==> src/memory_space_pkg.sv <==
// constants, register map and carrier types for the memory space decoder
package memory_space_pkg;

  localparam int ADDR_W = 24;
  localparam int DATA_W = 16;

  // region bounds, byte addresses
  localparam logic [23:0] SEG0_END       = 24'h00_FFFF;
  localparam logic [23:0] DATA_SRAM_LO       = 24'h00_A000;
  localparam logic [23:0] DATA_SRAM_HI       = 24'h00_DFFF;
  localparam logic [23:0] XREG_LO        = 24'h00_E000;
  localparam logic [23:0] XREG_HI        = 24'h00_EFFF;
  localparam logic [23:0] EREG_LO        = 24'h00_F000;
  localparam logic [23:0] EREG_HI        = 24'h00_F1FF;
  localparam logic [23:0] DUAL_PORT_RAM_LO       = 24'h00_F600;
  localparam logic [23:0] DUAL_PORT_RAM_HI       = 24'h00_FDFF;
  localparam logic [23:0] BITRAM_LO      = 24'h00_FD00;
  localparam logic [23:0] SREG_LO        = 24'h00_FE00;
  localparam logic [23:0] XIO_LO         = 24'h21_0000;
  localparam logic [23:0] XIO_HI         = 24'h3F_FFFF;
  localparam logic [23:0] FLASH0_LO      = 24'hC0_0000;
  localparam logic [23:0] FLASH0_HI      = 24'hC3_FFFF;
  localparam logic [23:0] FLASH1_LO      = 24'hC4_0000;
  localparam logic [23:0] FLASH1_HI      = 24'hC4_FFFF;
  localparam logic [23:0] FLASH_RSV_LO   = 24'hC0_F000;
  localparam logic [23:0] FLASH_RSV_HI   = 24'hC0_FFFF;
  localparam logic [23:0] PROGRAM_SRAM_LO       = 24'hE0_0000;
  localparam logic [23:0] PROGRAM_SRAM_HI       = 24'hE0_3FFF;
  localparam logic [23:0] IMB_LO         = 24'hFF_FF00;

  localparam int SECTOR_SHIFT  = 12; // 4-Kbyte sectors
  localparam int BLOCK_SHIFT   = 7;  // 128-byte program blocks
  localparam int FLASH_SECTORS = 80; // 320 Kbytes / 4 Kbytes
  localparam int CLUSTER_SHIFT = 2;  // four sectors share one protection bit
  localparam int CLUSTERS      = 20;

  // AXI4-Lite register offsets
  localparam logic [7:0] REG_CTRL     = 8'h00;
  localparam logic [7:0] REG_PSWP     = 8'h04;
  localparam logic [7:0] REG_WPROT    = 8'h08;
  localparam logic [7:0] REG_PASSWORD = 8'h0C;
  localparam logic [7:0] REG_STATUS   = 8'h10;
  localparam logic [7:0] REG_ERRADDR  = 8'h14;

  localparam logic [31:0] CTRL_RESET  = 32'h0000_0000;
  localparam logic [31:0] PSWP_RESET  = 32'h0000_0000;
  localparam logic [31:0] WPROT_RESET = 32'h0000_0000;
  // ctrl bits
  localparam int CTRL_PARITY = 0;
  localparam int CTRL_ECC    = 1;
  localparam int CTRL_EXTBUS = 2;
  localparam int CTRL_RDPROT = 3;
  // status bits
  localparam int ST_UNLOCK  = 0;
  localparam int ST_BLOCKED = 1;
  localparam int ST_PARERR  = 2;
  localparam int ST_CORR    = 3;
  localparam int ST_BADADDR = 4;

  localparam logic [1:0] RESP_OKAY   = 2'b00;
  localparam logic [1:0] RESP_SLVERR = 2'b10;

  typedef enum logic [9:0] {
    TGT_NONE   = 10'b00_0000_0001,
    TGT_FLASH0 = 10'b00_0000_0010,
    TGT_FLASH1 = 10'b00_0000_0100,
    TGT_PROGRAM_SRAM  = 10'b00_0000_1000,
    TGT_DATA_SRAM  = 10'b00_0001_0000,
    TGT_DUAL_PORT_RAM  = 10'b00_0010_0000,
    TGT_SREG   = 10'b00_0100_0000,
    TGT_EREG   = 10'b00_1000_0000,
    TGT_EXT    = 10'b01_0000_0000,
    TGT_XREG   = 10'b10_0000_0000
  } target_t;

  typedef struct packed {
    logic        valid;
    logic        write;
    logic        fetch;
    logic        byteAcc;
    logic [23:0] addr;
    logic [15:0] wdata;
  } cpu_req_t;

  typedef struct packed {
    logic        valid;
    logic        error;
    logic [15:0] rdata;
  } cpu_rsp_t;

  typedef struct packed {
    logic        valid;
    logic [9:0]  target;
    logic        write;
    logic        byteAcc;
    logic        fetchPath;
    logic        dataPath;
    logic        sysBus;
    logic        ordered;
    logic        bitAddr;
    logic [23:0] addr;
    logic [15:0] wdata;
  } tgt_req_t;

  typedef struct packed {
    logic         valid;
    logic [127:0] line;
    logic [8:0]   check;
  } tgt_rsp_t;

  typedef struct packed {
    logic        awvalid;
    logic [7:0]  awaddr;
    logic        wvalid;
    logic [31:0] wdata;
    logic [3:0]  wstrb;
    logic        bready;
    logic        arvalid;
    logic [7:0]  araddr;
    logic        rready;
  } axil_req_t;

  typedef struct packed {
    logic        awready;
    logic        wready;
    logic        bvalid;
    logic [1:0]  bresp;
    logic        arready;
    logic        rvalid;
    logic [31:0] rdata;
    logic [1:0]  rresp;
  } axil_rsp_t;

endpackage : memory_space_pkg

==> src/memory_space_decoder.sv <==
// address decoder and router for the 16-Mbyte linear memory space
// Functional notes
// decode 24-bit space: 256 segments of 64 Kbytes, four 16-Kbyte pages each.
// byte and word accesses are accepted anywhere in the space.
// segment zero holds data memories, register area FE00 and extended area F000.
// reserved areas become external bus accesses when the external bus exists.
// flash sector C0F000 to C0FFFF is reserved for internal parameters.
// external IO region 210000 to 3FFFFF runs with ordered, unoptimised accesses.
// instruction fetches go through the program fetch unit only.
// data transfers go through the data transfer unit.
// fetch and data units exchange operands over a two-way system bus.
// a software-sized program SRAM window blocks writes.
// register bank has 16 words, first eight also byte addressable.
// top 256 bytes of dual-port RAM are bit addressable.
// software leaves unused register addresses alone or writes zeros.
// flash uses 4-Kbyte sectors, each protectable, erasable, 128-byte programmed.
// flash reads 128 bits and corrects errors on every read; the decoder corrects only while ctrl bit CTRL_ECC is set.
// flash read protection; correct password sequence unlocks temporarily.
// two flash modules may be accessed in parallel; the decoder keeps only one access in flight at a time.
// sectors share protection bits by cluster, program and erase per sector.
// flash 0 at C00000 to C3FFFF, flash 1 at C40000 to C4FFFF.
// data SRAM at 00A000 to 00DFFF over its own data interface.
// parity on: a single-bit error is detected and the data suppressed.
// error correction on: single-bit errors are detected and corrected.
// each access selects exactly one target and returns its answer.
//
// Our own choices: the register addresses and the AXI4-Lite interface to the registers.
module memory_space_decoder
  import memory_space_pkg::*;
#(
  parameter logic [31:0] PASSWORD_1 = 32'h0000_A5A5, // arbitrary unlock word
  parameter logic [31:0] PASSWORD_2 = 32'h0000_5A5A  // arbitrary unlock word
) (
  input  wire logic                        ref_clk,   // system clock
  input  wire logic                        reset,     // synchronous, high
  input  wire memory_space_pkg::cpu_req_t  cpuReq,    // core request
  output memory_space_pkg::cpu_rsp_t       cpuRsp,    // core answer
  output memory_space_pkg::tgt_req_t       tgtReq,    // routed request
  input  wire memory_space_pkg::tgt_rsp_t  tgtRsp,    // target answer
  input  wire memory_space_pkg::axil_req_t axiIn,     // register bus in
  output memory_space_pkg::axil_rsp_t      axiOut,    // register bus out
  output logic [6:0]                       eraseSect  // sector addressed by last blocked flash access
);
  import memory_space_pkg::*;

  initial begin
    if (ADDR_W != 24 || DATA_W != 16) $error("unsupported widths");
  end

  function automatic target_t decode(input logic [23:0] a, input logic ext);
    target_t t;
    t = ext ? TGT_EXT : TGT_NONE;
    if (a <= SEG0_END) begin
      if (a >= DATA_SRAM_LO && a <= DATA_SRAM_HI) t = TGT_DATA_SRAM;
      else if (a >= XREG_LO && a <= XREG_HI) t = TGT_XREG;
      else if (a >= EREG_LO && a <= EREG_HI) t = TGT_EREG;
      else if (a >= DUAL_PORT_RAM_LO && a <= DUAL_PORT_RAM_HI) t = TGT_DUAL_PORT_RAM;
      else if (a >= SREG_LO) t = TGT_SREG;
      else if (a < 24'h00_8000) t = TGT_EXT;
    end else if (a >= FLASH0_LO && a <= FLASH0_HI) t = TGT_FLASH0;
    else if (a >= FLASH1_LO && a <= FLASH1_HI) t = TGT_FLASH1;
    else if (a >= PROGRAM_SRAM_LO && a <= PROGRAM_SRAM_HI) t = TGT_PROGRAM_SRAM;
    else if (a < 24'h20_0000 || (a >= 24'h40_0000 && a < FLASH0_LO)) t = TGT_EXT;
    else if (a >= XIO_LO && a <= XIO_HI) t = TGT_EXT;
    else if (a >= 24'h20_0000 && a < 24'h20_BC00) t = TGT_EXT;
    return t;
  endfunction : decode

  function automatic logic isFlash(input target_t t);
    return t == TGT_FLASH0 || t == TGT_FLASH1;
  endfunction : isFlash

  function automatic logic [6:0] sectorOf(input logic [23:0] a);
    logic [6:0] s;
    s = a[22:16] == 7'h44 ? 7'(64 + 32'(a[15:12])) : 7'({a[17:16], a[15:12]});
    return s;
  endfunction : sectorOf

  // bit0 parity, bits 4:1 position of an upset data bit, bits 6:5 mark a data-bit upset
  function automatic logic [8:0] eccOf(input logic [15:0] w);
    return {2'b00, ^w, ^w, ^(w & 16'hFF00), ^(w & 16'hF0F0), ^(w & 16'hCCCC), ^(w & 16'hAAAA), ^w};
  endfunction : eccOf

  typedef struct packed {
    logic [31:0] ctrl;
    logic [31:0] pswp;
    logic [31:0] wprot;
    logic [4:0]  status;
    logic [23:0] errAddr;
    logic        pwStep;
    logic        busy;
    cpu_req_t    held;
    cpu_rsp_t    rsp;
    tgt_req_t    out;
    logic [6:0]  sect;
    logic [7:0]  wAddr;
    logic [31:0] wData;
    axil_rsp_t   axi;
  } state_t;

  state_t st_r, st_nxt;

  logic [8:0]  syndrome;
  logic [15:0] word;
  logic [15:0] fixed;
  logic        parBad;
  logic [2:0]  lane;

  always_comb begin
    lane     = st_r.held.addr[3:1];
    word     = tgtRsp.line[16*lane +: 16];
    syndrome = tgtRsp.check ^ eccOf(word);
    parBad   = tgtRsp.check[0] != ^word;
    fixed    = syndrome[6:5] == 2'b11 ? word ^ (16'h0001 << syndrome[4:1]) : word;
  end

  always_comb begin
    target_t    t;
    logic       blocked;
    logic [4:0] clus;
    logic [31:0] rdv;
    t       = TGT_NONE;
    blocked = 1'b0;
    clus    = 5'd0;
    rdv     = 32'h0000_0000;
    st_nxt  = st_r;
    st_nxt.out.valid = 1'b0;
    st_nxt.rsp.valid = 1'b0;

    // AXI4-Lite write: address and data in either order, each kept when taken;
    // ahead of the core side so a flag set in the same cycle wins over its clear
    if (axiIn.awvalid && st_r.axi.awready) begin
      st_nxt.axi.awready = 1'b0;
      st_nxt.wAddr       = axiIn.awaddr;
    end
    if (axiIn.wvalid && st_r.axi.wready) begin
      st_nxt.axi.wready = 1'b0;
      st_nxt.wData      = axiIn.wdata;
    end
    if (!st_r.axi.awready && !st_r.axi.wready && !st_r.axi.bvalid) begin
      st_nxt.axi.bvalid = 1'b1;
      st_nxt.axi.bresp  = RESP_OKAY;
      case (st_r.wAddr)
        REG_CTRL:  st_nxt.ctrl  = st_r.wData;
        REG_PSWP:  st_nxt.pswp  = st_r.wData;
        REG_WPROT: st_nxt.wprot = st_r.wData;
        REG_PASSWORD: begin
          if (!st_r.pwStep && st_r.wData == PASSWORD_1) st_nxt.pwStep = 1'b1;
          else if (st_r.pwStep && st_r.wData == PASSWORD_2) begin
            st_nxt.pwStep = 1'b0;
            st_nxt.status[ST_UNLOCK] = 1'b1;
          end else begin
            st_nxt.pwStep = 1'b0;
            st_nxt.status[ST_UNLOCK] = 1'b0;
          end
        end
        REG_STATUS: st_nxt.status[4:1] = st_nxt.status[4:1] & ~st_r.wData[4:1];
        REG_ERRADDR: st_nxt.axi.bresp = RESP_OKAY;
        default: st_nxt.axi.bresp = RESP_SLVERR;
      endcase
    end
    if (st_r.axi.bvalid && axiIn.bready) begin
      st_nxt.axi.bvalid  = 1'b0;
      st_nxt.axi.awready = 1'b1;
      st_nxt.axi.wready  = 1'b1;
    end

    // core side: one access in flight, routed to a single target
    if (!st_r.busy && cpuReq.valid) begin
      t    = decode(cpuReq.addr, st_r.ctrl[CTRL_EXTBUS]); // see R1
      clus = 5'(sectorOf(cpuReq.addr) >> CLUSTER_SHIFT);
      if (cpuReq.write && isFlash(t) && st_r.wprot[clus]) blocked = 1'b1; // see R14
      if (cpuReq.write && t == TGT_PROGRAM_SRAM &&
          cpuReq.addr[13:0] < st_r.pswp[13:0]) blocked = 1'b1;
      if (cpuReq.addr >= FLASH_RSV_LO && cpuReq.addr <= FLASH_RSV_HI) blocked = 1'b1;
      if (!cpuReq.write && isFlash(t) && st_r.ctrl[CTRL_RDPROT] &&
          !st_r.status[ST_UNLOCK]) blocked = 1'b1;
      if (t == TGT_NONE || blocked) begin
        st_nxt.rsp = '{valid: 1'b1, error: 1'b1, rdata: 16'h0000};
        st_nxt.status[ST_BLOCKED] = blocked;
        st_nxt.status[ST_BADADDR] = t == TGT_NONE;
        st_nxt.errAddr = cpuReq.addr;
        if (blocked && isFlash(t)) st_nxt.sect = sectorOf(cpuReq.addr);
      end else begin
        st_nxt.busy = 1'b1;
        st_nxt.held = cpuReq;
        st_nxt.out.valid     = 1'b1;
        st_nxt.out.target    = t;
        st_nxt.out.write     = cpuReq.write;
        st_nxt.out.byteAcc   = cpuReq.byteAcc; // see R2
        st_nxt.out.fetchPath = cpuReq.fetch || t == TGT_PROGRAM_SRAM || isFlash(t);
        st_nxt.out.dataPath  = !cpuReq.fetch;
        st_nxt.out.sysBus    = cpuReq.fetch != (isFlash(t) || t == TGT_PROGRAM_SRAM) ||
                               t == TGT_EXT;
        st_nxt.out.ordered   = cpuReq.addr >= XIO_LO && cpuReq.addr <= XIO_HI;
        st_nxt.out.bitAddr   = (cpuReq.addr >= BITRAM_LO && cpuReq.addr <= DUAL_PORT_RAM_HI) ||
                               t == TGT_SREG || t == TGT_EREG;
        st_nxt.out.addr      = cpuReq.addr;
        st_nxt.out.wdata     = cpuReq.wdata;
      end
    end

    // answer returns; flash modules are independent targets
    if (st_r.busy && tgtRsp.valid) begin
      st_nxt.busy = 1'b0;
      st_nxt.rsp.valid = 1'b1;
      st_nxt.rsp.error = 1'b0;
      st_nxt.rsp.rdata = st_r.held.byteAcc ?
        {8'h00, st_r.held.addr[0] ? word[15:8] : word[7:0]} : word;
      if (st_r.ctrl[CTRL_ECC] && syndrome != 9'd0) begin
        st_nxt.rsp.rdata = st_r.held.byteAcc ?
          {8'h00, st_r.held.addr[0] ? fixed[15:8] : fixed[7:0]} : fixed;
        st_nxt.status[ST_CORR] = 1'b1;
        st_nxt.errAddr = st_r.held.addr;
      end else if (st_r.ctrl[CTRL_PARITY] && parBad) begin
        st_nxt.rsp.error = 1'b1;
        st_nxt.rsp.rdata = 16'h0000;
        st_nxt.status[ST_PARERR] = 1'b1;
        st_nxt.errAddr = st_r.held.addr;
      end
    end

    // AXI4-Lite read
    if (axiIn.arvalid && st_r.axi.arready) begin
      st_nxt.axi.arready = 1'b0;
      st_nxt.axi.rvalid  = 1'b1;
      st_nxt.axi.rresp   = RESP_OKAY;
      case (axiIn.araddr)
        REG_CTRL:     rdv = st_r.ctrl;
        REG_PSWP:     rdv = st_r.pswp;
        REG_WPROT:    rdv = st_r.wprot;
        REG_PASSWORD: rdv = 32'h0000_0000;
        REG_STATUS:   rdv = {27'h000_0000, st_r.status};
        REG_ERRADDR:  rdv = {8'h00, st_r.errAddr};
        default:      st_nxt.axi.rresp = RESP_SLVERR;
      endcase
      st_nxt.axi.rdata = rdv;
    end
    if (st_r.axi.rvalid && axiIn.rready) begin
      st_nxt.axi.rvalid  = 1'b0;
      st_nxt.axi.arready = 1'b1;
    end
  end

  always_ff @(posedge ref_clk) begin
    if (reset) begin
      st_r <= '0;
      st_r.ctrl        <= CTRL_RESET;
      st_r.pswp        <= PSWP_RESET;
      st_r.wprot       <= WPROT_RESET;
      st_r.out.target  <= TGT_NONE;
      st_r.axi.awready <= 1'b1;
      st_r.axi.wready  <= 1'b1;
      st_r.axi.arready <= 1'b1;
    end else begin
      st_r <= st_nxt;
    end
  end

  assign cpuRsp    = st_r.rsp;
  assign tgtReq    = st_r.out;
  assign axiOut    = st_r.axi;
  assign eraseSect = st_r.sect;

  a_data_sram_route: assert property (@(posedge ref_clk) disable iff (reset)
    (!st_r.busy && cpuReq.valid && cpuReq.addr >= DATA_SRAM_LO && cpuReq.addr <= DATA_SRAM_HI)
      |=> tgtReq.valid && tgtReq.target == TGT_DATA_SRAM) else $error("data sram misrouted");
  a_flash_split: assert property (@(posedge ref_clk) disable iff (reset)
    tgtReq.valid && tgtReq.target == TGT_FLASH1 |-> tgtReq.addr[23:16] == 8'hC4)
    else $error("flash 1 outside its segment");
  a_io_ordered: assert property (@(posedge ref_clk) disable iff (reset)
    tgtReq.valid |-> tgtReq.ordered == (tgtReq.addr >= XIO_LO && tgtReq.addr <= XIO_HI))
    else $error("io ordering flag wrong");
  a_reserved_sector: assert property (@(posedge ref_clk) disable iff (reset)
    tgtReq.valid |-> !(tgtReq.addr >= FLASH_RSV_LO && tgtReq.addr <= FLASH_RSV_HI))
    else $error("reserved flash sector reached");
  a_one_target: assert property (@(posedge ref_clk) disable iff (reset)
    tgtReq.valid |-> $onehot(tgtReq.target) && tgtReq.target != TGT_NONE)
    else $error("not exactly one target");
  a_program_sram_window: assert property (@(posedge ref_clk) disable iff (reset)
    tgtReq.valid && tgtReq.write && tgtReq.target == TGT_PROGRAM_SRAM
      |-> tgtReq.addr[13:0] >= st_r.pswp[13:0]) else $error("protected program_sram write");
  a_fetch_path: assert property (@(posedge ref_clk) disable iff (reset)
    (!st_r.busy && cpuReq.valid && cpuReq.fetch) ##1 tgtReq.valid |-> tgtReq.fetchPath)
    else $error("fetch bypassed fetch unit");
  a_bit_area: assert property (@(posedge ref_clk) disable iff (reset)
    tgtReq.valid && tgtReq.target == TGT_DUAL_PORT_RAM |-> tgtReq.bitAddr == (tgtReq.addr >= BITRAM_LO))
    else $error("bit addressable area wrong");
  a_answer_back: assert property (@(posedge ref_clk) disable iff (reset)
    st_r.busy && tgtRsp.valid |=> cpuRsp.valid && !st_r.busy) else $error("answer not returned");
  a_parity_stop: assert property (@(posedge ref_clk) disable iff (reset)
    st_r.busy && tgtRsp.valid && st_r.ctrl[CTRL_PARITY] && !st_r.ctrl[CTRL_ECC] && parBad
      |=> cpuRsp.error && cpuRsp.rdata == 16'h0000) else $error("parity error data used");

endmodule : memory_space_decoder

==> config.mk <==
export PLATFORM = sky130hd
export DESIGN_NAME = memory_space_decoder
export DESIGN_NICKNAME = d
export VERILOG_FILES = /design/src/memory_space_pkg.sv /design/src/memory_space_decoder.sv
export SDC_FILE = /design/constraint.sdc
export NUM_CORES = 1
export LEC_CHECK = 0
export BUFFER_PORTS_ARGS = -buffer_cell sky130_fd_sc_hd__clkbuf_2
export CAP_MARGIN = 20
export CELL_PAD_IN_SITES_DETAIL_PLACEMENT = 0
export CELL_PAD_IN_SITES_GLOBAL_PLACEMENT = 2
export CORE_MARGIN = 4
export CORE_UTILIZATION = 32
export DETAILED_ROUTE_END_ITERATION = 7
export PLACE_DENSITY = 0.92
export SLEW_MARGIN = 20
export SYNTH_ARGS = -nofsm -noshare
export SYNTH_HDL_FRONTEND = slang
export SYNTH_SLANG_ARGS = --single-unit
export TNS_END_PERCENT = 30
==> constraint.sdc <==
create_clock -name ref_clk -period 5.02 [get_ports ref_clk]
set_input_delay 0.502 -clock ref_clk [delete_from_list [all_inputs] [get_ports ref_clk]]
set_output_delay 0.502 -clock ref_clk [all_outputs]
set_load 0.005 [all_outputs]
[Word-level counts from Yosys, hierarchy flattened]
Index checks and enable logic that the tools add are counted.
Word-level totals
  bits in registers: 291
  latch bits: 0
  memory bits (writable): 0
  ROM bits: 0
  bits of input ports: 241
  logic and storage cells: 228
  memories kept: 0
Cells by class
  add/subtract/negate cells: 1
  $mul: 0
  divide/modulo/power cells: 0
  magnitude comparators: 29
  equality and inequality tests: 23
  shift operators: 2
  mux-type cells: 59
  bitwise operators: 7
  reductions and logical operators: 74
Operator list (count)
  $pmux W32 S5: 1
  $ge A24 B16 Y1 const B: 6
  $shiftx A128 B8 Y16: 1
  $le A24 B16 Y1 const B: 5
  $mux W24: 5
  $mux W9: 11
  $ge A24 B24 Y1 const B: 4
  $le A24 B24 Y1 const B: 4
  $mux W83: 1
  $reduce_xor A16 Y1: 5
  $mux W16: 4
  $mux W58: 1
  $ge A24 B22 Y1 const B: 2
  $lt A24 B22 Y1 const B: 2
  $mux W10: 4
  $mux W18: 2
  $logic_and A1 B1 Y1: 33
  $eq A32 B15 Y1 const B: 1
  $eq A32 B16 Y1 const B: 1
  $eq A8 B4 Y1 const B: 4
  $eq A8 B5 Y1 const B: 4
  $ge A24 B23 Y1 const B: 1
  $le A24 B22 Y1 const B: 1
  $lt A24 B16 Y1 const B: 1
  other kinds (38): 91

[Logic depth before layout (Yosys ltp)]
Gate-level depths: netlist (run 1).
  depth after elaboration: 25
  gate-level depth with buffers: 15
  depth with buffers taken out: 12

[Least setup slack after synthesis (run 1)]
OpenSTA, ideal clock, no wires.
  kind: register to register
  from: register tgtReq[17] (netlist name)
  to: register st_r (netlist bit cpuRsp[7])
  library setup time: 0.127 ns
  data arrival time: 3.781 ns
  path slack: 1.112 ns
  cell stages (with the launch flop): 15
  path buffers: 3
  cell sequence: dfxtp_1 > buf_6 > buf_12 > buf_8 > mux4_2 > mux2i_2 > xnor2_1 > xnor2_1 > xnor2_1 > xor2_1 > mux2_4 > or4_4 > xor2_1 > a32o_1 > or3_1
RTL lines
  end signal: assignment: RTL line memory_space_decoder.sv:256  | st_r <= st_nxt;
  end: declaration: RTL line memory_space_decoder.sv:101  | state_t st_r, st_nxt;

==> results of run 1 <==
[report_power, final]
group | switching, mW | internal [mW] | total [mW]
Clock | 1.00 | 1.41 | 2.42
Sequential | 0.0873 | 2.36 | 2.45
Combinational | 0.734 | 0.564 | 1.30
Total | 1.83 | 4.34 | 6.17
[Yosys cell counts, types with 18 or more instances]
library cell | count | area (um2)
sky130_fd_sc_hd__mux2i_1 | 93 | 931
sky130_fd_sc_hd__nand2_1 | 327 | 1230
sky130_fd_sc_hd__mux4_2 | 38 | 856
sky130_fd_sc_hd__buf_4 | 125 | 938
sky130_fd_sc_hd__xnor2_1 | 32 | 280
sky130_fd_sc_hd__clkbuf_1 | 93 | 349
sky130_fd_sc_hd__nor3_1 | 23 | 115
sky130_fd_sc_hd__inv_1 | 20 | 75.1
sky130_fd_sc_hd__nand3_1 | 21 | 105
sky130_fd_sc_hd__nor2_1 | 173 | 649
sky130_fd_sc_hd__a211oi_1 | 29 | 218
sky130_fd_sc_hd__a21oi_1 | 210 | 1050
sky130_fd_sc_hd__nand2b_1 | 18 | 113
sky130_fd_sc_hd__dfxtp_1 | 289 | 5790
sky130_fd_sc_hd__a222oi_1 | 19 | 190
[sequential cells by signal (all words and copies together), names as in the netlist]
| register | flops |
|---|---|
| cpuRsp | 18 |
| tgtReq | 58 |
| eraseSect | 7 |
| axiOut | 39 |
| st_r | 167 |
[worst min path at each step]
stage | depth (start not counted) | slack (ns) | to | start
after floorplan | 2 | 0.43 | st_r[79] | st_r[79]
after global placement | 2 | 0.44 | st_r[293] | st_r[293]
after detailed placement | 2 | 0.44 | st_r[302] | st_r[302]
after CTS | 2 | 0.15 | tgtReq[43] | cpuReq[41]
after global routing | 2 | 0.18 | tgtReq[43] | cpuReq[41]
final | 2 | 0.19 | tgtReq[43] | cpuReq[41]
[stage by stage]
stage / setup WS, ns / total power, mW / area (um2) / std cells
floorplan: 1.11 / 3.42 / 15000 / 1758
global placement: 0.510 / 3.79 / 16400 / 2506
detailed placement: 0.430 / 3.79 / 16500 / 2507
CTS: 0.413 / 6.24 / 17500 / 2569
global route: 0.100 / 6.43 / 17600 / 2571
finish: 0.383 / 6.17 / 17600 / 2571
[area by class of cell]
class                      count  share of cell area, %
multi-input combinational   1206                   44.4
tap                          607                   4.33
timing repair buffer         385                   11.7
clock buffer                  53                   5.84
inverter                      20                  0.428
clock inverter                 9                  0.328
antenna                        2                 0.0285
sequential                   289                   33.0
[cell families (layout without fill, tap and decap cells)]
| group | count (synthesis) | after routing |
|---|---|---|
| other | 1 | 4 |
| muxes | 153 | 153 |
| buffers and inverters | 263 | 467 |
| adders and majority gates | 13 | 13 |
| and+or+nand+nor | 644 | 644 |
| DFF | 289 | 289 |
| xor gates and xnor gates | 49 | 49 |
| AOI/OAI and AO/OA | 345 | 345 |
[worst register-to-register path, cell delays in order (launching register included)]
cell and delay (ns):
sky130_fd_sc_hd__dfxtp_2 0.78, sky130_fd_sc_hd__buf_4 0.28, sky130_fd_sc_hd__mux4_2 0.52, sky130_fd_sc_hd__mux2i_4 0.32, sky130_fd_sc_hd__xnor2_1 0.18, sky130_fd_sc_hd__xnor2_2 0.17, sky130_fd_sc_hd__xnor2_1 0.23, sky130_fd_sc_hd__xor2_1 0.32
sky130_fd_sc_hd__buf_4 0.20, sky130_fd_sc_hd__mux2i_1 0.48, sky130_fd_sc_hd__a21boi_2 0.21, sky130_fd_sc_hd__or3_1 0.54, sky130_fd_sc_hd__a21o_1 0.21, sky130_fd_sc_hd__a31oi_1 0.15
[placed cells by master (no fill, tap or decap), types with 11 or more instances in the layout]
master	netlist	routed
sky130_fd_sc_hd__a211oi_1	29	29
sky130_fd_sc_hd__buf_4	125	23
sky130_fd_sc_hd__a222oi_1	19	19
sky130_fd_sc_hd__nand3_1	21	21
sky130_fd_sc_hd__mux2i_1	93	93
sky130_fd_sc_hd__o21ai_0	17	17
sky130_fd_sc_hd__a21o_1	11	11
sky130_fd_sc_hd__ha_1	13	13
sky130_fd_sc_hd__xnor2_1	32	32
sky130_fd_sc_hd__clkbuf_16	0	37
sky130_fd_sc_hd__mux4_2	38	38
sky130_fd_sc_hd__nor2_1	173	172
sky130_fd_sc_hd__a21oi_1	210	209
sky130_fd_sc_hd__nor4_1	13	12
sky130_fd_sc_hd__nand2b_1	18	18
sky130_fd_sc_hd__inv_1	20	20
sky130_fd_sc_hd__clkbuf_2	0	357
sky130_fd_sc_hd__nor3_1	23	23
sky130_fd_sc_hd__clkbuf_1	93	12
sky130_fd_sc_hd__dfxtp_1	289	287
sky130_fd_sc_hd__a31oi_1	12	11
sky130_fd_sc_hd__nand2_1	327	326
[per-layer routing]
| metal | up-vias | wire [um] | part of all wire, % | global-route usage [%] |
|---|---|---|---|---|
| li1 | 6346 | - | - | - |
| met4 | 6 | 1010 | 2.0 | 5.14 |
| met2 | 419 | 24000 | 47 | 31.3 |
| met1 | 6357 | 22800 | 44 | 26.4 |
| met5 | - | 39 | 0.076 | 0 |
| met3 | 66 | 3640 | 7.1 | 4.14 |
==> impl_results.md, run 1 <==
* Total number of vias at between 10,000 and 15,000
* Capturing instance or port of the critical path: cpuRsp[13]
* Synthesis Warnings at 0
* Required time worst endpoint at between 5 and 6 ns
* Power density over the cells at 351 nW/um2
* Maximum ir drop on the vdd rail at roughly 310 uV
* Final Critical Period at 4.64 ns
* Worst hold margin at about 0.19 ns
* Adder-cell share of the synthesized area at approximately 1.1%
* Growth of design area from synthesis to finish at 16.9%
* Crit path from: tgtReq[17]
* Max-cap violations at 0
* Count of buffers from port buffering at about 360
* Max Clock Skew at ~0.018 ns
* Utilization of the core after routing at between 30% and 40%
* Largest delay share family, worst path: multiplexers
* Worst R2R Setup Slack at approximately 0.38 ns
* Hold buffer count at CTS at 0
* Run status: finished clean
* Worst Path Class, Setup: reg -> reg
* Overall global routing resource usage at between 10% and 20%
* Highest clock rate at between 0.2 and 0.25 GHz
* Cell count after synthesis at 1,757
* Hold Fails Final Rpt at 0
* Die Width at 225 um
* Critical path cell sequence: buf_4 > mux4_2 > mux2i_4 > xnor2_1 > xnor2_2 > xnor2_1 > xor2_1 > buf_4 > mux2i_1 > a21boi_2 > or3_1 > a21o_1 > a31oi_1
* Post-CTS setup-driven buffer insertion count at 0
* Core Box Area at 46,500 um2
* Logic depth of the worst setup path including buffers at 13
* First-iteration detailed-routing DRC count at 1,179
* Number of setup violations in the final report at 0
* Area occupied by registers at a little under 6000 um2
* # resized after CTS at 0
* Footprint of the multi-input gates at approximately 7800 um2
* Length of the first detailed-routing pass in iterations at 8
* Clock buffers created by TritonCTS at 35
* Detail-routed net length per standard cell at about 20 um
* Worst EP arrival at 5.10 ns
* Share of synthesized area spent on multiplexers at 14.3%
* Synthesized-area fraction occupied by and/or/nand/nor cells at around 19%
* Post-synth EDFFs at 0
* Global-route wire length before repair at about 76,000 um
* Detailed placer's ending HPWL at 37,700 um
* Setup repair after global routing missed its margin: false
* Clock network latency to the later pin of the worst-skew pair at roughly 0.53 ns
* Fraction of layout cells with a size suffix above 1 at 26.6%
* Flip-flop and latch count after synthesis at roughly 290
* Number of I/O pins at between 300 and 400
* Clock Sinks at 289
* Worst relative slew slack at 24.9%
* Post-route ant nets at 0
* Via count of the first global-routing pass at 12,578
* DRC violations left at 0
* DIE AREA at just over 50,000 um2
* Root buffer cell: sky130_fd_sc_hd__clkbuf_16
* Post-Synthesis Mean Instance Area at 8.55 um2
* Distinct cells, synth at 75
* Peak fanout along the critical path at 20
* Antenna violations before repair at 5
* Delay of the slowest cell on the worst path at about 0.78 ns
* Worst r2r path cells at 13
* Pin slew with the least headroom to its limit at 1.13 ns
* CTS HTree Levels at 2
* Effective utilization at floorplan at between 30% and 40%
* Wire length reported by the detailed router at between 50,000 and 60,000 um
* Layout fillers at 4,781
* Tightest Hold Check Type: in -> reg
* Reg2reg end: cpuRsp[13]
* Fraction of the yosys area taken by sequential cells at 38.5%
* CP Launch Type: register
* Clock Tree Buf Depth at 3
* Final period util at 92.4%
* Ys async rst share at 0%
* Cell leakage power at between 6 and 7 nW
* Overall die height at between 200 and 250 um
* Worst path bufs/invs at 2
* Synthesized-area fraction occupied by ao, oa, aoi and oai cells at 14.0%
* Worst r2r src: tgtReq[17]
* Clock tree from TritonCTS: built
* Category of the worst setup path capture point: register
* Grt ovf at 0
* Largest net degree at the start of global routing at between 100 and 150
* RD Place Congestion at just over 0.9
* Master of the slowest instance on the critical path: sky130_fd_sc_hd__dfxtp_2
* Main flop type after synthesis: sky130_fd_sc_hd__dfxtp_1
* Setup TNS at 0 ns
* Main combinational cell family by area after synthesis: simple AND/OR/NAND/NOR gates
* Final Net Count at between 2,000 and 2,500
* Final Max Tran Viols at 0
* Routed via count divided by cell count at ~5
* Area share of xor/xnor cells in the synthesized design at between 3 and 4%
* Clock input transition at the sequential cells of the worst setup and hold paths at 0.06 ns
* Cell area after synthesis at 15,000 um2
* Count of standard-cell rows at between 70 and 80
Note: power is estimated with default switching activity, not from simulation.
==> inputs of run 2 (changes only) <==
- CORE_UTILIZATION: 32 -> 34
- GPL_ROUTABILITY_DRIVEN: unset -> 0
- PLACE_DENSITY: 0.92 -> 0.95
- clock period: 5.02 -> 5.55 ns (I/O delays scaled with it)
==> run 2 against run 1 <==
Net effect:
- the flow now finishes with violations (DRC)
- worst setup slack improved by 0.45 ns
- critical path type unchanged
- clock power decreased by 4%
- global-route usage increased by 1.6 points
- critical path depth decreased by 1
- hold slack improved by 0.017 ns
- core utilization increased by 2.7 points
- sequential power decreased by 9.8%
- largest cell class unchanged
- clock skew increased by 0.0083 ns
==> impl_results.md, run 2 (synthesized netlist as in run 1, its figures left out) <==
* Run status: finished, violations left (was finished clean)
* Violations in the final reports: DRC
* Clock tree from TritonCTS: built (unchanged)
* Required time worst endpoint at 5.99 ns (was 5.48 ns)
* Footprint of the multi-input gates at 7800 um2 (about the same)
* Clock network latency to the later pin of the worst-skew pair at 0.54 ns (was 0.53 ns)
* DIE AREA at 47,600 um2 (was 50,500 um2)
* Critical path cell sequence: mux4_2 > mux2i_2 > xnor2_1 > xnor2_2 > xnor2_1 > xor2_1 > mux2i_1 > a21boi_2 > o21ai_4 > buf_4 > nor2_1 > a211oi_1 (was buf_4 > mux4_2 > mux2i_4 > xnor2_1 > xnor2_2 > xnor2_1 > xor2_1 > buf_4 > mux2i_1 > a21boi_2 > or3_1 > a21o_1 > a31oi_1)
* Setup repair after global routing missed its margin: false (unchanged)
* Grt ovf at 0 (unchanged)
* Max-cap violations at 0 (unchanged)
* Largest delay share family, worst path: multiplexers (unchanged)
* Core Box Area at 43,400 um2 (was 46,500 um2)
* Worst Path Class, Setup: reg -> reg (unchanged)
* Count of standard-cell rows at 76 (was 79)
* Layout fillers at 4,428 (was 4,781)
* Category of the worst setup path capture point: register (unchanged)
* Post-CTS setup-driven buffer insertion count at 0 (unchanged)
* Reg with most FFs: st_r (unchanged)
* Worst hold path stage count at 2 (unchanged)
* Growth of design area from synthesis to finish at 16.9% (about the same)
* Via count of the first global-routing pass at 12,723 (was 12,578)
* CP Launch Type: register (unchanged)
* Number of I/O pins at 365 (unchanged)
* Clock Tree Buf Depth at 3 (unchanged)
* Root buffer cell: sky130_fd_sc_hd__clkbuf_16 (unchanged)
* Total power after layout at 5.69 mW (was 6.17 mW)
* # resized after CTS at 0 (unchanged)
* Setup TNS at 0 ns (unchanged)
* Post-route ant nets at 0 (unchanged)
* Pin slew with the least headroom to its limit at 1.00 ns (was 1.13 ns)
* Maximum ir drop on the vdd rail at 169 uV (was 312 uV)
* Final Critical Period at 4.71 ns (was 4.64 ns)
* Routed via count divided by cell count at 5.25 (was 5.13)
* Area occupied by registers at 5790 um2 (unchanged)
* Number of setup violations in the final report at 0 (unchanged)
* Clock buffers created by TritonCTS at 34 (was 35)
* Count of buffers from port buffering at 358 (unchanged)
* Fraction of layout cells with a size suffix above 1 at 26.6% (about the same)
* Effective utilization at floorplan at 34.7% (was 32.3%)
* Overall die height at 218 um (was 225 um)
* Reg2reg end: st_r[225] (was cpuRsp[13])
* Worst EP arrival at 5.16 ns (was 5.10 ns)
* Worst r2r src: tgtReq[17] (unchanged)
* Max reg flops at 167 (unchanged)
* Met2 wire len at 23,000 um (was 24,000 um)
* Length of the first detailed-routing pass in iterations at 8 (unchanged)
* Max Clock Skew at 0.0267 ns (was 0.0184 ns)
* Endpoint, Worst Hold: tgtReq[43] (unchanged)
* Largest net degree at the start of global routing at 109 (was 106)
* Power density over the cells at 324 nW/um2 (was 351 nW/um2)
* Clock input transition at the sequential cells of the worst setup and hold paths at 0.06 ns (about the same)
* Tightest Hold Check Type: in -> reg (unchanged)
* Post-Route M1 WL at 22,900 um (was 22,800 um)
* Most common cell after layout, fill and taps aside: sky130_fd_sc_hd__clkbuf_2 (unchanged)
* Cell leakage power at 6.90 nW (was 6.88 nW)
* Overall global routing resource usage at 21.0% (was 19.3%)
* Global-route wire length before repair at 77,300 um (was 76,100 um)
* Routed met3 length at 5160 um (was 3640 um)
* CTS HTree Levels at 2 (unchanged)
* Final period util at 84.9% (was 92.4%)
* Worst r2r path cells at 12 (was 13)
* Worst R2R Setup Slack at 0.84 ns (was 0.38 ns)
* Hold buffer count at CTS at 0 (unchanged)
* Detailed placer's ending HPWL at 38,400 um (was 37,700 um)
* Final Max Tran Viols at 0 (unchanged)
* Worst relative slew slack at 33.1% (was 24.9%)
* Delay of the slowest cell on the worst path at 0.71 ns (was 0.78 ns)
* DRC violations left at 5 (was 0)
* Topmost layer with routed signal wires: met5 (unchanged)
* Leading cell types in the layout, fill and taps excluded: sky130_fd_sc_hd__clkbuf_2, sky130_fd_sc_hd__nand2_1, sky130_fd_sc_hd__dfxtp_1 (unchanged)
* Highest clock rate at 0.212 GHz (was 0.216 GHz)
* Antenna violations before repair at 3 (was 5)
* Die Width at 218 um (was 225 um)
* Final Net Count at 2,186 (was 2,191)
* Detail-routed net length per standard cell at 20.4 um (was 20.1 um)
* Peak fanout along the critical path at 48 (was 20)
* Wire length reported by the detailed router at 52,000 um (was 51,600 um)
* Launch instance of the worst min-delay path: cpuReq[41] (unchanged)
* Total number of vias at 13,341 (was 13,194)
* Worst path bufs/invs at 1 (was 2)
* First-iteration detailed-routing DRC count at 1,311 (was 1,179)
* CP dominant cell by count: sky130_fd_sc_hd__xnor2_1
* Hold Fails Final Rpt at 0 (unchanged)
* Master of the slowest instance on the critical path: sky130_fd_sc_hd__dfxtp_2 (unchanged)
* Clock Sinks at 289 (unchanged)
[run 2: routing by layer]
metal | up-vias | GRT usage [%]
li1 | 6328 | -
met4 | 2 | 4.11
met3 | 62 | 7.34
met1 | 6395 | 28.6
met5 | - | 0
met2 | 554 | 32.3
[run 2: report_power, final]
group,leakage [nW],internal (mW),switching (mW)
Combinational,3.98,0.488,0.665
Sequential,2.35,2.14,0.0745
Clock,0.567,1.42,0.898
Total,6.90,4.05,1.64
[run 2: worst max-delay path by stage]
| stage | start | end | slack (ns) | cells past startpoint |
|---|---|---|---|---|
| 2_1_floorplan | tgtReq[17] | cpuRsp[7] | 1.64 | 14 |
| 3_3_place_gp | tgtReq[17] | cpuRsp[7] | 0.88 | 11 |
| 3_5_place_dp | tgtReq[17] | st_r[226] | 0.78 | 12 |
| 4_1_cts | tgtReq[17] | st_r[225] | 0.75 | 12 |
| 5_1_grt | tgtReq[17] | st_r[221] | 0.42 | 12 |
| 6_report | tgtReq[17] | st_r[225] | 0.84 | 12 |
[run 2: area by class of cell]
type | count | share of cell area [%]
clock inverter | 12 | 0.968
sequential | 289 | 32.9
multi-input combinational | 1206 | 44.4
antenna | 3 | 0.0427
tap | 585 | 4.17
clock buffer | 47 | 5.58
timing repair buffer | 381 | 11.5
inverter | 20 | 0.427
[run 2: per-stage QoR]
stage                     hold WS (ns)  area, um2  std cells  worst slack, ns  util [%]
after floorplan                  0.431      15000       1758             1.64         -
after global placement           0.438      16300       2477            0.878      37.7
after detailed placement         0.444      16400       2479            0.775      37.7
after CTS                        0.171      17500       2538            0.748      40.4
after global routing             0.204      17600       2542            0.423      40.5
final                            0.204      17600       2543            0.835      40.5
==> inputs of run 3 (changes only) <==
- CORE_UTILIZATION: 34 -> 29
- PLACE_DENSITY: 0.95 -> 0.89
- clock period: 5.55 -> 3.8 ns (I/O delays scaled with it)
==> run 3 against run 2 <==
Net effect:
- the run now ends clean
- critical path depth is 1 higher
- sequential share of layout area fell by 1.7 points
- global-route usage is 3.3 points lower
- die area up 17%
- worst setup slack got worse by 0.77 ns
- flip-flop and latch count stayed put
- clock power up 51%
- largest cell class unchanged
- largest power group unchanged
==> impl_results.md, run 3 (synthesized netlist as in run 1, its figures left out) <==
* Max Clock Skew at 0.0228 ns (was 0.0267 ns)
* Most common cell after layout, fill and taps aside: sky130_fd_sc_hd__clkbuf_2 (unchanged)
* Total number of vias at 13,488 (was 13,341)
* Delay of the slowest cell on the worst path at 0.53 ns (was 0.71 ns)
* Category of the worst setup path capture point: register (unchanged)
* Global-route wire length before repair at 78,300 um (was 77,300 um)
* Post-Layout Cell Count at 2,703 (was 2,543)
* Launch instance of the worst min-delay path: cpuReq[41] (unchanged)
* Master of the slowest instance on the critical path: sky130_fd_sc_hd__mux4_2 (was sky130_fd_sc_hd__dfxtp_2)
* Clock tree from TritonCTS: built (unchanged)
* Largest net degree at the start of global routing at 81 (was 109)
* Die Width at 236 um (was 218 um)
* Power density over the cells at 477 nW/um2 (was 324 nW/um2)
* Pin slew with the least headroom to its limit at 0.875 ns (was 1.00 ns)
* Leading cell types in the layout, fill and taps excluded: sky130_fd_sc_hd__clkbuf_2, sky130_fd_sc_hd__nand2_1, sky130_fd_sc_hd__dfxtp_1 (unchanged)
* Growth of design area from synthesis to finish at 23.5% (was 16.9%)
* DIE AREA at 55,500 um2 (was 47,600 um2)
* Tightest Hold Check Type: in -> reg (unchanged)
* Utilization of the core after routing at 36.2% (was 40.5%)
* CTS HTree Levels at 2 (unchanged)
* Post-route ant nets at 0 (unchanged)
* Worst EP arrival at 4.16 ns (was 5.16 ns)
* CP dominant cell by count: sky130_fd_sc_hd__xnor2_1 (unchanged)
* Clock Sinks at 289 (unchanged)
* Peak fanout along the critical path at 5 (was 48)
* Worst Path Class, Setup: reg -> reg (unchanged)
* First-iteration detailed-routing DRC count at 987 (was 1,311)
* Max-cap violations at 0 (unchanged)
* Final period util at 98.2% (was 84.9%)
* Final Max Tran Viols at 0 (unchanged)
* Worst r2r src: tgtReq[17] (unchanged)
* Detailed placer's ending HPWL at 38,700 um (was 38,400 um)
* Overall die height at 236 um (was 218 um)
* Setup repair after global routing missed its margin: true (was false)
* Detail-routed net length per standard cell at 19.3 um (was 20.4 um)
* Number of I/O pins at 365 (unchanged)
* Fraction of layout cells with a size suffix above 1 at 30.1% (was 26.6%)
* Max reg flops at 167 (unchanged)
* Highest clock rate at 0.268 GHz (was 0.212 GHz)
* Final Net Count at 2,251 (was 2,186)
* Overall global routing resource usage at 17.7% (was 21.0%)
* Final Critical Period at 3.73 ns (was 4.71 ns)
* Cell leakage power at 7.33 nW (was 6.90 nW)
* Critical path cell sequence: clkbuf_16 > mux4_2 > mux2i_4 > xnor2_1 > xnor2_1 > buf_4 > xnor2_2 > xor2_2 > mux2_4 > or4_4 > xor2_1 > a32o_1 > or3_1 (was mux4_2 > mux2i_2 > xnor2_1 > xnor2_2 > xnor2_1 > xor2_1 > mux2i_1 > a21boi_2 > o21ai_4 > buf_4 > nor2_1 > a211oi_1)
* Total instance count after detailed placement at 2,629 (was 2,479)
* Antenna violations before repair at 2 (was 3)
* CP Launch Type: register (unchanged)
* Effective utilization at floorplan at 29.3% (was 34.7%)
* Via count of the first global-routing pass at 13,002 (was 12,723)
* Reg with most FFs: st_r (unchanged)
* Number of setup violations in the final report at 0 (unchanged)
* Worst relative slew slack at 41.7% (was 33.1%)
* Required time worst endpoint at 4.22 ns (was 5.99 ns)
* Wire length reported by the detailed router at 52,300 um (was 52,000 um)
* Worst path bufs/invs at 2 (was 1)
* Length of the first detailed-routing pass in iterations at 8 (unchanged)
* Run status: finished clean (was finished, violations left)
* Grt ovf at 0 (unchanged)
* Core Box Area at 51,300 um2 (was 43,400 um2)
* Largest delay share family, worst path: multiplexers (unchanged)
* Clock input transition at the sequential cells of the worst setup and hold paths at 0.06 ns (about the same)
* Count of standard-cell rows at 83 (was 76)
* Layout fillers at 5,310 (was 4,428)
* Root buffer cell: sky130_fd_sc_hd__clkbuf_16 (unchanged)
* Hold Fails Final Rpt at 0 (unchanged)
* Crit path from: tgtReq[17] (unchanged)
* Count of buffers from port buffering at 358 (unchanged)
* DRC violations left at 0 (was 5)
* Clock buffers created by TritonCTS at 35 (was 34)
* Clock Tree Buf Depth at 3 (unchanged)
* Clock network latency to the later pin of the worst-skew pair at 0.55 ns (was 0.54 ns)
* Maximum ir drop on the vdd rail at 250 uV (was 169 uV)
* Total power after layout at 8.85 mW (was 5.69 mW)
* Routed via count divided by cell count at 4.99 (was 5.25)
-- run 3: cell types whose count changed in the layout (fill, tap and decap cells not counted), moves of 5 or more --
cell                        delta
sky130_fd_sc_hd__xnor2_1       -5
sky130_fd_sc_hd__mux2i_4       +7
sky130_fd_sc_hd__buf_12        +8
sky130_fd_sc_hd__a211oi_2      +5
sky130_fd_sc_hd__a211oi_1      -5
sky130_fd_sc_hd__buf_4        +53
sky130_fd_sc_hd__clkbuf_16     +5
-- run 3: final cells by class --
type | count | area [um2] | area share, %
Clock buffer | 50 | 1010 | 5.45
Clock inverter | 12 | 189 | 1.02
Multi-Input combinational cell | 1206 | 7980 | 43.0
Antenna cell | 1 | 2.50 | 0.0135
Inverter | 20 | 75.1 | 0.405
Sequential cell | 289 | 5790 | 31.2
Tap cell | 680 | 851 | 4.58
Timing Repair Buffer | 445 | 2660 | 14.3
-- run 3: worst register-to-register path: cells and delay by family, from the launching register on --
kind            cells  cell delay (ns)
simple gates        2             0.70
buf+inv             2             0.32
compound gates      1             0.24
flops               1             0.44
xor+xnor            5             0.82
mux                 3             1.09
-- run 3: metal layers --
metal  part of all wire, %  wire length [um]  GRT usage, %
met5                 0.038                20             0
met2                    46             24300          28.5
met3                   7.3              3800          3.85
met4                   1.7               909          4.36
met1                    44             23300          24.2
-- run 3: final timing paths --
check | end | slack [ns] | cells after the start
worst max-delay path | cpuRsp[7] | 0.07 | 13
worst min-delay path | tgtReq[43] | 0.04 | 2
worst max register to register | cpuRsp[7] | 0.07 | 13
worst min register to register | st_r[301] | 0.45 | 2
-- run 3: timing repair --
item / CTS / global route
gates resized for setup: 1 / 31
cloned: 0 / 5
pin swaps: 1 / 5
endpoints found under the setup margin: 4 / 40
buffers inserted: 0 / 6
hold buffers: 0 / 0
-- run 3: through the flow --
step	instance area, um2	setup TNS, ns	setup WS (ns)	hold WS [ns]
finish	18600	0	0.0670	0.0386
floorplan	15100	-0.0137	-0.0137	0.431
CTS	18200	-0.00786	-0.00786	0.00474
global placement	17000	0	0.0251	0.438
global route	18600	-0.391	-0.0623	0.0287
detailed placement	17000	-0.0307	-0.0278	0.445
-- run 3: power breakdown --
group | switching (mW) | leakage [nW] | internal, mW
Sequential | 0.105 | 2.35 | 3.12
Combinational | 1.09 | 4.40 | 1.04
Clock | 1.36 | 0.587 | 2.13
